`src/include/lpm_pkg.sv`:
```
// constants, register map and carrier types of the low-power mode sequencer
// assumes a 50 MHz system clock; every register is one aligned 32-bit word
package lpm_pkg;
	// ============================================================
	// clock and time base
	localparam int CLK_HZ            = 50_000_000;
	localparam int CLK_PERIOD_NS     = 20;
	localparam int SUB_CLK_HZ        = 32_768;
	localparam int SUB_DIV_CYC       = CLK_HZ / SUB_CLK_HZ;
	localparam int CYCLE_LONG_NS     = 244_000;
	localparam int CYCLE_SHORT_NS    = 122_000;
	localparam int OSC_STABILIZE_NS  = 1_000_000;
	localparam int CYCLE_LONG_CYC    = (CYCLE_LONG_NS + CLK_PERIOD_NS - 1) / CLK_PERIOD_NS;
	localparam int CYCLE_SHORT_CYC   = (CYCLE_SHORT_NS + CLK_PERIOD_NS - 1) / CLK_PERIOD_NS;
	localparam int OSC_STABILIZE_CYC = (OSC_STABILIZE_NS + CLK_PERIOD_NS - 1) / CLK_PERIOD_NS;
	// interrupt frame lengths in sub-clock ticks, one per frame select code 0 to 2
	localparam int FRAME_TICKS_0     = 8;
	localparam int FRAME_TICKS_1     = 64;
	localparam int FRAME_TICKS_2     = 512;
	// ============================================================
	// register indices; byte address is four times the index
	localparam logic [7:0] IDX_TIMER_A_MODE = 8'h08;
	localparam logic [7:0] IDX_MISC         = 8'h0C;
	localparam logic [7:0] IDX_MODE_FLAGS   = 8'h20;
	localparam logic [7:0] IDX_RAM_FLAGS    = 8'h21;
	localparam logic [7:0] IDX_SYS_CLK_SEL  = 8'h29;
	localparam logic [7:0] IDX_STATUS       = 8'h3F;
	// field positions
	localparam int WATCH_SELECT_BIT  = 3;
	localparam int FRAME_SEL_LSB     = 0;
	localparam int LOW_SPEED_BIT     = 0;
	localparam int DIRECT_XFER_BIT   = 3;
	localparam int RAM_VALID_BIT     = 3;
	localparam int OSC_RANGE_BIT     = 1;
	localparam int CYCLE_SEL_BIT     = 2;
	localparam logic [3:0] REG_RESET = 4'h0;
	localparam logic [1:0] HTRANS_NONSEQ_BIT = 2'h2;
	// ============================================================
	// types
	typedef enum logic [2:0] {
		MODE_ACTIVE, MODE_STANDBY, MODE_STOP, MODE_WATCH,
		MODE_SUBACTIVE, MODE_DIRECT_WAIT, MODE_STABILIZE
	} power_mode_e;

	typedef struct packed {
		logic        hsel;
		logic [31:0] haddr;
		logic [1:0]  htrans;
		logic        hwrite;
		logic [2:0]  hsize;
		logic [31:0] hwdata;
		logic        hready;
	} ahb_in_s;
endpackage

```
`src/verilog/low_power_mode_sequencer.sv`:
```
// power-mode sequencer: active, standby, stop, watch, subactive and the
// interrupt-frame time base, with an AHB-Lite register slave
// assumes instruction strobes and interrupt status come from the cpu core
// in the clk domain, and that pins are already synchronous to clk
//
// Overview of operation
// - subactive instruction cycle is 244 or 122 us by clock select bit 2
// - stop or standby in subactive goes to watch or active per flags
// - sub-clock drives timer A and external interrupt in watch and subactive
// - three interrupt frame lengths selected in the miscellaneous register
// - interrupt requests align to strobe, suppressed during transition to active
// - external falling edge is taken at the second strobe after it
// - timer A overflow and its request align to the strobe
// - low-speed clear plus direct-transfer set then stop reaches active
// - direct-transfer flag settable only in subactive, cleared in active
// - direct transition lasts over stabilization, under frame plus stabilization
// - leaving stop by reset or stop-cancel restarts at address zero
// - ram valid flag reads 0 after reset, 1 after stop-cancel
// - reset cancels every mode, stop-cancel acts only in stop
// - reset acts asynchronously whatever the state
// - stop or standby with interrupts off and one pending is a no-op
// - external pin sampled, falling edge when samples go high to low
// - edges with high or low under one frame can go undetected
// - wake from watch enters active if low-speed 0, else subactive
// - stop in active enters stop or watch per watch select bit
//
// Local design decision: the AHB-Lite slave port.
`timescale 1ns/1ps
module low_power_mode_sequencer
	import lpm_pkg::*;
#(
	parameter int STAB_CYC  = OSC_STABILIZE_CYC,
	parameter int LONG_CYC  = CYCLE_LONG_CYC,
	parameter int SHORT_CYC = CYCLE_SHORT_CYC
) (
	// clock and reset
	input  wire logic        clk,
	input  wire logic        rst_n,
	// register bus
	input  wire ahb_in_s     ahb_in,
	output logic             hreadyout,
	output logic             hresp,
	output logic [31:0]      hrdata,
	// cpu core
	input  wire logic        stop_instr,
	input  wire logic        standby_instr,
	input  wire logic        global_interrupt_enable,
	input  wire logic        unmasked_irq_pending,
	// pins
	input  wire logic        ext_wake_interrupt_n,
	input  wire logic        stop_cancel_pin_n,
	// sequencer outputs
	output power_mode_e      power_mode,
	output logic             cpu_clk_en,
	output logic             instr_tick,
	output logic             cpu_restart,
	output logic             main_osc_en,
	output logic             timer_a_irq,
	output logic             ext_irq
);
	// ============================================================
	// state
	typedef struct packed {
		power_mode_e mode;
		logic [10:0] sub_div;
		logic        sub_tick;
		logic [9:0]  prescaler;
		logic        strobe;
		logic [7:0]  timer_a;
		logic        ext_prev;
		logic        ext_pend;
		logic [19:0] stab_cnt;
		logic [15:0] instr_cnt;
		logic [3:0]  timer_a_mode;
		logic [3:0]  misc;
		logic        low_speed_flag;
		logic        direct_transfer_flag;
		logic        ram_valid_flag;
		logic [3:0]  sys_clk_sel;
		logic        dp_valid;
		logic        dp_write;
		logic [7:0]  dp_idx;
		logic [31:0] rdata;
		logic        clk_en;
		logic        osc_en;
		logic        tick;
		logic        restart;
		logic        ta_irq;
		logic        ex_irq;
	} seq_s;

	seq_s        cur;
	seq_s        next_cur;
	logic [1:0]  rst_pipe;
	logic        rst_sync_n;
	logic [9:0]  frame_len;
	logic        instr_req;
	logic        instr_nop;
	logic        ta_event;
	logic        ex_event;
	logic        wake_event;
	logic        addr_phase;

	// ============================================================
	// reset release
	always_ff @(posedge clk or negedge rst_n) begin
		if (!rst_n) begin
			rst_pipe <= 2'h0;
		end else begin
			rst_pipe <= {rst_pipe[0], 1'b1};
		end
	end
	assign rst_sync_n = rst_pipe[1];

	function automatic logic [31:0] read_reg(input seq_s s, input logic [7:0] idx);
		read_reg = 32'h0;
		case (idx)
			IDX_TIMER_A_MODE: read_reg[3:0] = s.timer_a_mode;
			IDX_MISC:         read_reg[3:0] = s.misc;
			IDX_MODE_FLAGS: begin
				read_reg[LOW_SPEED_BIT]   = s.low_speed_flag;
				read_reg[DIRECT_XFER_BIT] = s.direct_transfer_flag;
			end
			IDX_RAM_FLAGS:    read_reg[RAM_VALID_BIT] = s.ram_valid_flag;
			IDX_SYS_CLK_SEL:  read_reg[3:0] = s.sys_clk_sel;
			IDX_STATUS:       read_reg[10:0] = {s.timer_a, s.mode};
			default:          read_reg = 32'h0;
		endcase
	endfunction

	// ============================================================
	// next state
	always_comb begin
		next_cur = cur;
		// frame select code 3 falls back to the longest frame
		case (cur.misc[FRAME_SEL_LSB +: 2])
			2'h0:    frame_len = 10'(FRAME_TICKS_0);
			2'h1:    frame_len = 10'(FRAME_TICKS_1);
			default: frame_len = 10'(FRAME_TICKS_2);
		endcase
		instr_req = stop_instr | standby_instr;
		instr_nop = !global_interrupt_enable && unmasked_irq_pending;
		addr_phase = ahb_in.hsel && ahb_in.htrans[1] && ahb_in.hready;

		// sub-clock enable and frame strobe, running in every mode but stop
		next_cur.sub_tick = 1'b0;
		next_cur.strobe   = 1'b0;
		if (cur.mode != MODE_STOP) begin
			if (cur.sub_div == 11'(SUB_DIV_CYC - 1)) begin
				next_cur.sub_div  = 11'h0;
				next_cur.sub_tick = 1'b1;
			end else begin
				next_cur.sub_div = cur.sub_div + 11'h1;
			end
			if (cur.sub_tick) begin
				if (cur.prescaler >= frame_len - 10'h1) begin
					next_cur.prescaler = 10'h0;
					next_cur.strobe    = 1'b1;
				end else begin
					next_cur.prescaler = cur.prescaler + 10'h1;
				end
			end
		end

		// timer A overflow and external edge, both taken on the strobe
		ta_event = 1'b0;
		ex_event = 1'b0;
		if (cur.strobe) begin
			next_cur.timer_a = cur.timer_a + 8'h1;
			ta_event = (cur.timer_a == 8'hFF);
			ex_event = cur.ext_pend;
			next_cur.ext_pend = cur.ext_prev && !ext_wake_interrupt_n;
			next_cur.ext_prev = ext_wake_interrupt_n;
		end
		wake_event = ta_event || ex_event;
		// requests are held back while the main oscillator is coming up
		next_cur.ta_irq = ta_event && cur.mode != MODE_DIRECT_WAIT && cur.mode != MODE_STABILIZE;
		next_cur.ex_irq = ex_event && cur.mode != MODE_DIRECT_WAIT && cur.mode != MODE_STABILIZE;

		// subactive instruction cycle
		next_cur.tick = 1'b0;
		if (cur.mode == MODE_SUBACTIVE) begin
			if (cur.instr_cnt >= 16'(cur.sys_clk_sel[CYCLE_SEL_BIT] ? SHORT_CYC - 1 : LONG_CYC - 1)) begin
				next_cur.instr_cnt = 16'h0;
				next_cur.tick      = 1'b1;
			end else begin
				next_cur.instr_cnt = cur.instr_cnt + 16'h1;
			end
		end else begin
			next_cur.instr_cnt = 16'h0;
		end

		// mode sequencing
		next_cur.restart = 1'b0;
		next_cur.stab_cnt = 20'h0;
		case (cur.mode)
			MODE_ACTIVE: begin
				if (instr_req && !instr_nop) begin
					if (standby_instr) begin
						next_cur.mode = MODE_STANDBY;
					end else if (cur.timer_a_mode[WATCH_SELECT_BIT]) begin
						next_cur.mode = MODE_WATCH;
					end else begin
						next_cur.mode = MODE_STOP;
					end
				end
			end
			MODE_STANDBY: begin
				if (unmasked_irq_pending || wake_event) begin
					next_cur.mode = MODE_ACTIVE;
				end
			end
			MODE_STOP: begin
				// stop-cancel is looked at in this state only
				if (!stop_cancel_pin_n) begin
					next_cur.mode           = MODE_STABILIZE;
					next_cur.ram_valid_flag = 1'b1;
					next_cur.restart        = 1'b1;
				end
			end
			MODE_WATCH: begin
				if (wake_event) begin
					next_cur.mode = cur.low_speed_flag ? MODE_SUBACTIVE : MODE_STABILIZE;
				end
			end
			MODE_SUBACTIVE: begin
				if (instr_req && !instr_nop) begin
					if (!cur.low_speed_flag && cur.direct_transfer_flag) begin
						next_cur.mode = MODE_DIRECT_WAIT;
					end else begin
						next_cur.mode = MODE_WATCH;
					end
				end
			end
			MODE_DIRECT_WAIT: begin
				// waiting for a frame boundary keeps the transfer under T plus stabilization
				if (cur.strobe) begin
					next_cur.mode = MODE_STABILIZE;
				end
			end
			MODE_STABILIZE: begin
				if (cur.stab_cnt == 20'(STAB_CYC - 1)) begin
					next_cur.mode = MODE_ACTIVE;
				end else begin
					next_cur.stab_cnt = cur.stab_cnt + 20'h1;
				end
			end
			default: next_cur.mode = MODE_ACTIVE;
		endcase

		// bus data phase
		if (cur.dp_valid && cur.dp_write) begin
			case (cur.dp_idx)
				IDX_TIMER_A_MODE: next_cur.timer_a_mode = ahb_in.hwdata[3:0];
				IDX_MISC:         next_cur.misc = ahb_in.hwdata[3:0];
				IDX_MODE_FLAGS: begin
					next_cur.low_speed_flag = ahb_in.hwdata[LOW_SPEED_BIT];
					if (cur.mode == MODE_SUBACTIVE) begin
						next_cur.direct_transfer_flag = ahb_in.hwdata[DIRECT_XFER_BIT];
					end
				end
				// a stop-cancel exit in the same cycle wins over a software clear
				IDX_RAM_FLAGS:    next_cur.ram_valid_flag = ahb_in.hwdata[RAM_VALID_BIT] || next_cur.restart;
				IDX_SYS_CLK_SEL:  next_cur.sys_clk_sel = ahb_in.hwdata[3:0];
				default: ;
			endcase
		end
		if (next_cur.mode == MODE_ACTIVE) begin
			next_cur.direct_transfer_flag = 1'b0;
		end
		next_cur.dp_valid = addr_phase;
		next_cur.dp_write = addr_phase && ahb_in.hwrite;
		next_cur.dp_idx   = addr_phase ? ahb_in.haddr[9:2] : cur.dp_idx;
		// read data comes from the post-write copy so a write then read sees new data
		next_cur.rdata    = (addr_phase && !ahb_in.hwrite) ? read_reg(next_cur, ahb_in.haddr[9:2]) : 32'h0;
		next_cur.clk_en   = next_cur.mode == MODE_ACTIVE || next_cur.mode == MODE_SUBACTIVE;
		next_cur.osc_en   = next_cur.mode == MODE_ACTIVE || next_cur.mode == MODE_STANDBY;
	end

	always_ff @(posedge clk or negedge rst_sync_n) begin
		if (!rst_sync_n) begin
			cur                      <= '0;
			cur.mode                 <= MODE_ACTIVE;
			cur.timer_a_mode         <= REG_RESET;
			cur.misc                 <= REG_RESET;
			cur.sys_clk_sel          <= REG_RESET;
			cur.ram_valid_flag       <= 1'b0;
			cur.ext_prev             <= 1'b1;
			cur.clk_en               <= 1'b1;
			cur.osc_en               <= 1'b1;
			cur.restart              <= 1'b1;
		end else begin
			cur <= next_cur;
		end
	end

	// ============================================================
	// outputs straight from the state register; hreadyout from the reset pipeline, hresp tied low
	assign power_mode  = cur.mode;
	assign cpu_clk_en  = cur.clk_en;
	assign instr_tick  = cur.tick;
	assign cpu_restart = cur.restart;
	assign timer_a_irq = cur.ta_irq;
	assign ext_irq     = cur.ex_irq;
	assign hrdata      = cur.rdata;
	assign hreadyout   = rst_pipe[1];
	assign hresp       = 1'b0;
	assign main_osc_en = cur.osc_en;

	// ============================================================
	// checks
	property p_direct_transfer_flag_active;
		@(posedge clk) disable iff (!rst_sync_n)
		cur.mode == MODE_ACTIVE |-> !cur.direct_transfer_flag;
	endproperty
	a_direct_transfer_flag_active: assert property (p_direct_transfer_flag_active) else $error("direct flag set in active");

	property p_clk_gate;
		@(posedge clk) disable iff (!rst_sync_n)
		(cur.mode == MODE_STANDBY || cur.mode == MODE_WATCH || cur.mode == MODE_STOP) |-> !cpu_clk_en;
	endproperty
	a_clk_gate: assert property (p_clk_gate) else $error("execution clock on in sleep mode");

	property p_stop_cancel;
		@(posedge clk) disable iff (!rst_sync_n)
		cur.mode == MODE_STOP && !stop_cancel_pin_n |=> cur.mode == MODE_STABILIZE && cur.ram_valid_flag && cpu_restart;
	endproperty
	a_stop_cancel: assert property (p_stop_cancel) else $error("stop cancel not taken");

	property p_stop_cancel_pin_ignored;
		@(posedge clk) disable iff (!rst_sync_n)
		cur.mode == MODE_ACTIVE && !stop_cancel_pin_n && !stop_instr && !standby_instr |=> cur.mode == MODE_ACTIVE;
	endproperty
	a_stop_cancel_pin_ignored: assert property (p_stop_cancel_pin_ignored) else $error("stop cancel acted outside stop");

	property p_nop;
		@(posedge clk) disable iff (!rst_sync_n)
		cur.mode == MODE_ACTIVE && instr_req && !global_interrupt_enable && unmasked_irq_pending |=> cur.mode == MODE_ACTIVE;
	endproperty
	a_nop: assert property (p_nop) else $error("sleep taken with pending interrupt");

	property p_watch_sel;
		@(posedge clk) disable iff (!rst_sync_n)
		cur.mode == MODE_ACTIVE && stop_instr && !standby_instr && !instr_nop
			|=> cur.mode == ($past(cur.timer_a_mode[WATCH_SELECT_BIT]) ? MODE_WATCH : MODE_STOP);
	endproperty
	a_watch_sel: assert property (p_watch_sel) else $error("wrong mode after stop");

	property p_irq_strobe;
		@(posedge clk) disable iff (!rst_sync_n)
		(timer_a_irq || ext_irq) |-> $past(cur.strobe) && $past(cur.mode) != MODE_STABILIZE;
	endproperty
	a_irq_strobe: assert property (p_irq_strobe) else $error("request off strobe");

	property p_stab_time;
		@(posedge clk) disable iff (!rst_sync_n)
		cur.mode == MODE_ACTIVE && $past(cur.mode) == MODE_STABILIZE |-> $past(cur.stab_cnt) == 20'(STAB_CYC - 1);
	endproperty
	a_stab_time: assert property (p_stab_time) else $error("active before stabilization");

	property p_watch_wake;
		@(posedge clk) disable iff (!rst_sync_n)
		cur.mode == MODE_WATCH && !cur.strobe |=> cur.mode == MODE_WATCH;
	endproperty
	a_watch_wake: assert property (p_watch_wake) else $error("watch left off strobe");
endmodule // low_power_mode_sequencer

```
`config.mk`:
```
export PLATFORM = sky130hd
export DESIGN_NAME = low_power_mode_sequencer
export DESIGN_NICKNAME = d
export VERILOG_FILES = /design/src/include/lpm_pkg.sv /design/src/verilog/low_power_mode_sequencer.sv
export SDC_FILE = /design/constraint.sdc
export NUM_CORES = 1
export LEC_CHECK = 0
export ABC_CLOCK_PERIOD_IN_PS = 3600
export BUFFER_PORTS_ARGS = -buffer_cell sky130_fd_sc_hd__buf_2
export CAP_MARGIN = 20
export CORE_UTILIZATION = 40
export CTS_BUF_LIST = sky130_fd_sc_hd__clkbuf_8
export DETAILED_ROUTE_END_ITERATION = 10
export PLACE_DENSITY = 0.63
export SYNTH_ARGS = -nofsm -noshare
export SYNTH_HDL_FRONTEND = slang
export SYNTH_SLANG_ARGS = --single-unit
```
`constraint.sdc`:
```
create_clock -name clk -period 3.6 [get_ports clk]
set_input_delay 0.36 -clock clk [delete_from_list [all_inputs] [get_ports clk]]
set_output_delay 0.36 -clock clk [all_outputs]
set_load 0.01 [all_outputs]
```
==> flow_metrics.tcl <==
set metrics [dict create \
    cts_sinks 116 \
    synthArstFlopShare 1.000 \
    start_kind "flop" \
    row_count 44 \
    drive_above_1_share 0.1823 \
    p_int_uw 2264 \
    wl_per_cell_um 14.51 \
    rrSetupSlack_ns 1.20 \
    endpoint_kind "flop" \
    hold_viol_final 0 \
    synth_edf_count 0 \
    dp_hpwl_mm 8.058 \
    combPwrFrac 0.161 \
    final_net_count 706 \
    p_per_area_nw_per_um2 494.2 \
    port_buffers 44 \
    avgSynthCellArea_um2 10.34 \
    diodes 0 \
    grt_antenna_before_repair 0 \
    fin_cells 804 \
    finalSetupTns_ns 0 \
    most-common-layout-cells "dfrtp_1 (111), nor2_1 (47), buf_2 (44)" \
    slew_viol_final 0 \
    core-area_um2 14480 \
    clkTransAtPathRegs_ns 0.07 \
    rsz0062_at_grt "no" \
    netlist_area_um2 5912 \
    syn2layout_area_growth_pct 10.16 \
    p_switching_uw 953.8 \
    pin_count 123 \
    final_common_cell "dfrtp_1" \
    ys_ff_latch 116 \
    die_h_um 123.6 \
    finalWirelength_mm 11.67 \
    ys_types 61 \
    fmax_mhz 416.3 \
    cp.required_ns 3.93 \
    dieArea_um2 15270 \
    power.share.clock 0.358 \
    synth_simple_gate_area_share 0.2036 \
    worst_slack_ns 1.198 \
    dp_cells 770 \
    preCtsSetupSlack_ns 1.152 \
    fin_crit_sh 0.6672 \
    drc 0 \
    gp_congestion 0.7873 \
    tightest_slew_ns 0.8231 \
    synth_top_family_by_area "simple AND/OR/NAND/NOR gates" \
    viasPerCell 5.238 \
    root_buffer "clkbuf_8" \
    holdBufCountCts 1 \
    synthFlopType "dfrtp_1" \
    critPathMaxFanout 15 \
    hp-class "input port to flop" \
    ys_seq_area_frac 0.4919 \
    seqPwrFrac 0.481 \
    maxCapViolCount 0 \
    p_leak_uw 0.003073 \
    postCtsSetupRepairBufs 0 \
    cts_buffers 17 \
    peakVddDrop_uv 274.8 \
    cp.arrival_ns 2.74 \
    grt_pass1_wl_mm 19.38 \
    synth-compound-area-share 0.08042 \
    ctsResizeCount 0 \
    synthMuxAreaShare 0.05079 \
    num_vias 4211 \
    grt_pass1_vias 4111 \
    yosys_warnings 0 \
    drt.antenna.violating_nets 0 \
    swShare 0.2964 \
    syn_inst 572 \
    worst_skew_pair.late_latency_ns 0.42 \
    ctsHtreeMaxLevel 4 \
    dr.pass1.iters 4 \
    status "complete, no violations" \
    grt_max_degree 66 \
    synth_fa_ha_area_frac 0.04021 \
    final-setup-viol-count 0 \
    grtUsageTotal 0.1654 \
    gr-total-overflow 0 \
    maxSlewHeadroom 0.4513 \
    synth_xor_area_frac 0.06370 \
    cts_tree "done" \
    initial_core_util 0.4083 \
    finalWorstPathRequiredPeriod_ns 2.402 \
    drtIter0Drc 220 \
    clk_path_buf_depth 2 \
    fin_skew_ns 0.01018 \
    die_w_um 123.6 \
    path_class "flop to flop" \
]
-- final timing paths --
kind	endpoint	cells past startpoint	startpoint
max reg2reg	hrdata[3]	7	power_mode[2]
max in group asynchronous	cur[58]	1	rst_pipe[1]
min reg2reg	rst_pipe[1]	0	rst_pipe[0]
min in group asynchronous	rst_pipe[1]	2	rst_n
max	hrdata[3]	7	power_mode[2]
min	cur[99]	2	ext_wake_interrupt_n
-- metal layers --
metal	track usage	up-vias	part of all wire
met4	0.06175	0	0.011
met5	0	-	0
met2	0.2605	87	0.48
li1	-	2036	-
met3	0.05403	14	0.040
met1	0.2112	2074	0.47
-- layout make-up --
| type | count | area [um^2] |
|---|---|---|
| clock inverters | 12 | 102.6 |
| flip-flops and latches | 116 | 2912 |
| repair buffers | 50 | 267.8 |
| inverters | 11 | 41.29 |
| multi-input cells | 411 | 2684 |
| fillers | 1332 | 7966 |
| clock buffers | 20 | 275.3 |
| well taps | 184 | 230.2 |
-- critical path, stage by stage (launching register included) --
cell,delay [ns]
dfrtp_1,0.54
or3b_1,0.58
nor2_1,0.43
a21oi_1,0.08
o311ai_0,0.12
buf_4,0.21
o311ai_0,0.11
a31oi_1,0.24
-- flip-flops by register name, indices dropped and copies added (netlist names) --
name and cells:
cur 94, rst_pipe 2, main_osc_en 1, power_mode 3
instr_tick 1, cpu_restart 1, timer_a_irq 1, ext_irq 1
hrdata 11, cpu_clk_en 1
-- Yosys cell counts, types with 3 or more instances --
cell / count / area share
nand2_1: 29 / 0.018
dfrtp_1: 112 / 0.47
dfstp_2: 4 / 0.018
and4_1: 4 / 0.0059
o31a_1: 3 / 0.0044
and3_1: 28 / 0.030
buf_4: 37 / 0.047
nand2b_1: 12 / 0.013
xor2_1: 25 / 0.037
a211oi_1: 3 / 0.0038
mux2i_1: 3 / 0.0051
or2_2: 4 / 0.0042
nand4_1: 12 / 0.013
and2_1: 4 / 0.0042
xnor2_1: 18 / 0.027
ha_1: 19 / 0.040
nor2_1: 47 / 0.030
nand3_1: 26 / 0.022
buf_2: 3 / 0.0025
a31oi_1: 4 / 0.0042
a21oi_1: 8 / 0.0068
nor2b_1: 12 / 0.013
inv_1: 11 / 0.0070
nor4_1: 6 / 0.0063
nor3_1: 22 / 0.019
clkbuf_1: 13 / 0.0083
a21o_1: 3 / 0.0038
mux2_2: 24 / 0.046
o21ai_0: 29 / 0.025
o211ai_1: 4 / 0.0051
-- power by group through the flow --
stage                     Clock (uW)  Sequential [uW]  Combinational [uW]
after floorplan                    0             1530                 416
after global placement             0             1570                 505
after detailed placement           0             1570                 520
after CTS                       1180             1550                 524
after global routing            1240             1570                 590
final                           1150             1550                 518
-- logic make-up (layout without fill, tap and decap cells) --
kind of cell,after synthesis,after routing
AND/OR/NAND/NOR,224,224
multiplexers,27,27
XOR/XNOR,43,43
adder cells (fa/ha/maj),19,19
flip-flops,116,116
other,2,24
buffers and inverters,67,93
AO/OA/AOI/OAI,74,74
-- metrics by stage --
step,util,hold WS (ns),power (uW),cell area [um^2]
after floorplan,-,0.06441,1943,5995
after detailed placement,0.4225,0.1459,2092,6117
after CTS,0.4493,0.1058,3257,6505
final,0.4498,0.1361,3218,6513
after global routing,0.4498,0.1121,3402,6513
after global placement,0.4225,0.1445,2070,6117
Note: power is estimated with default switching activity, not from simulation.
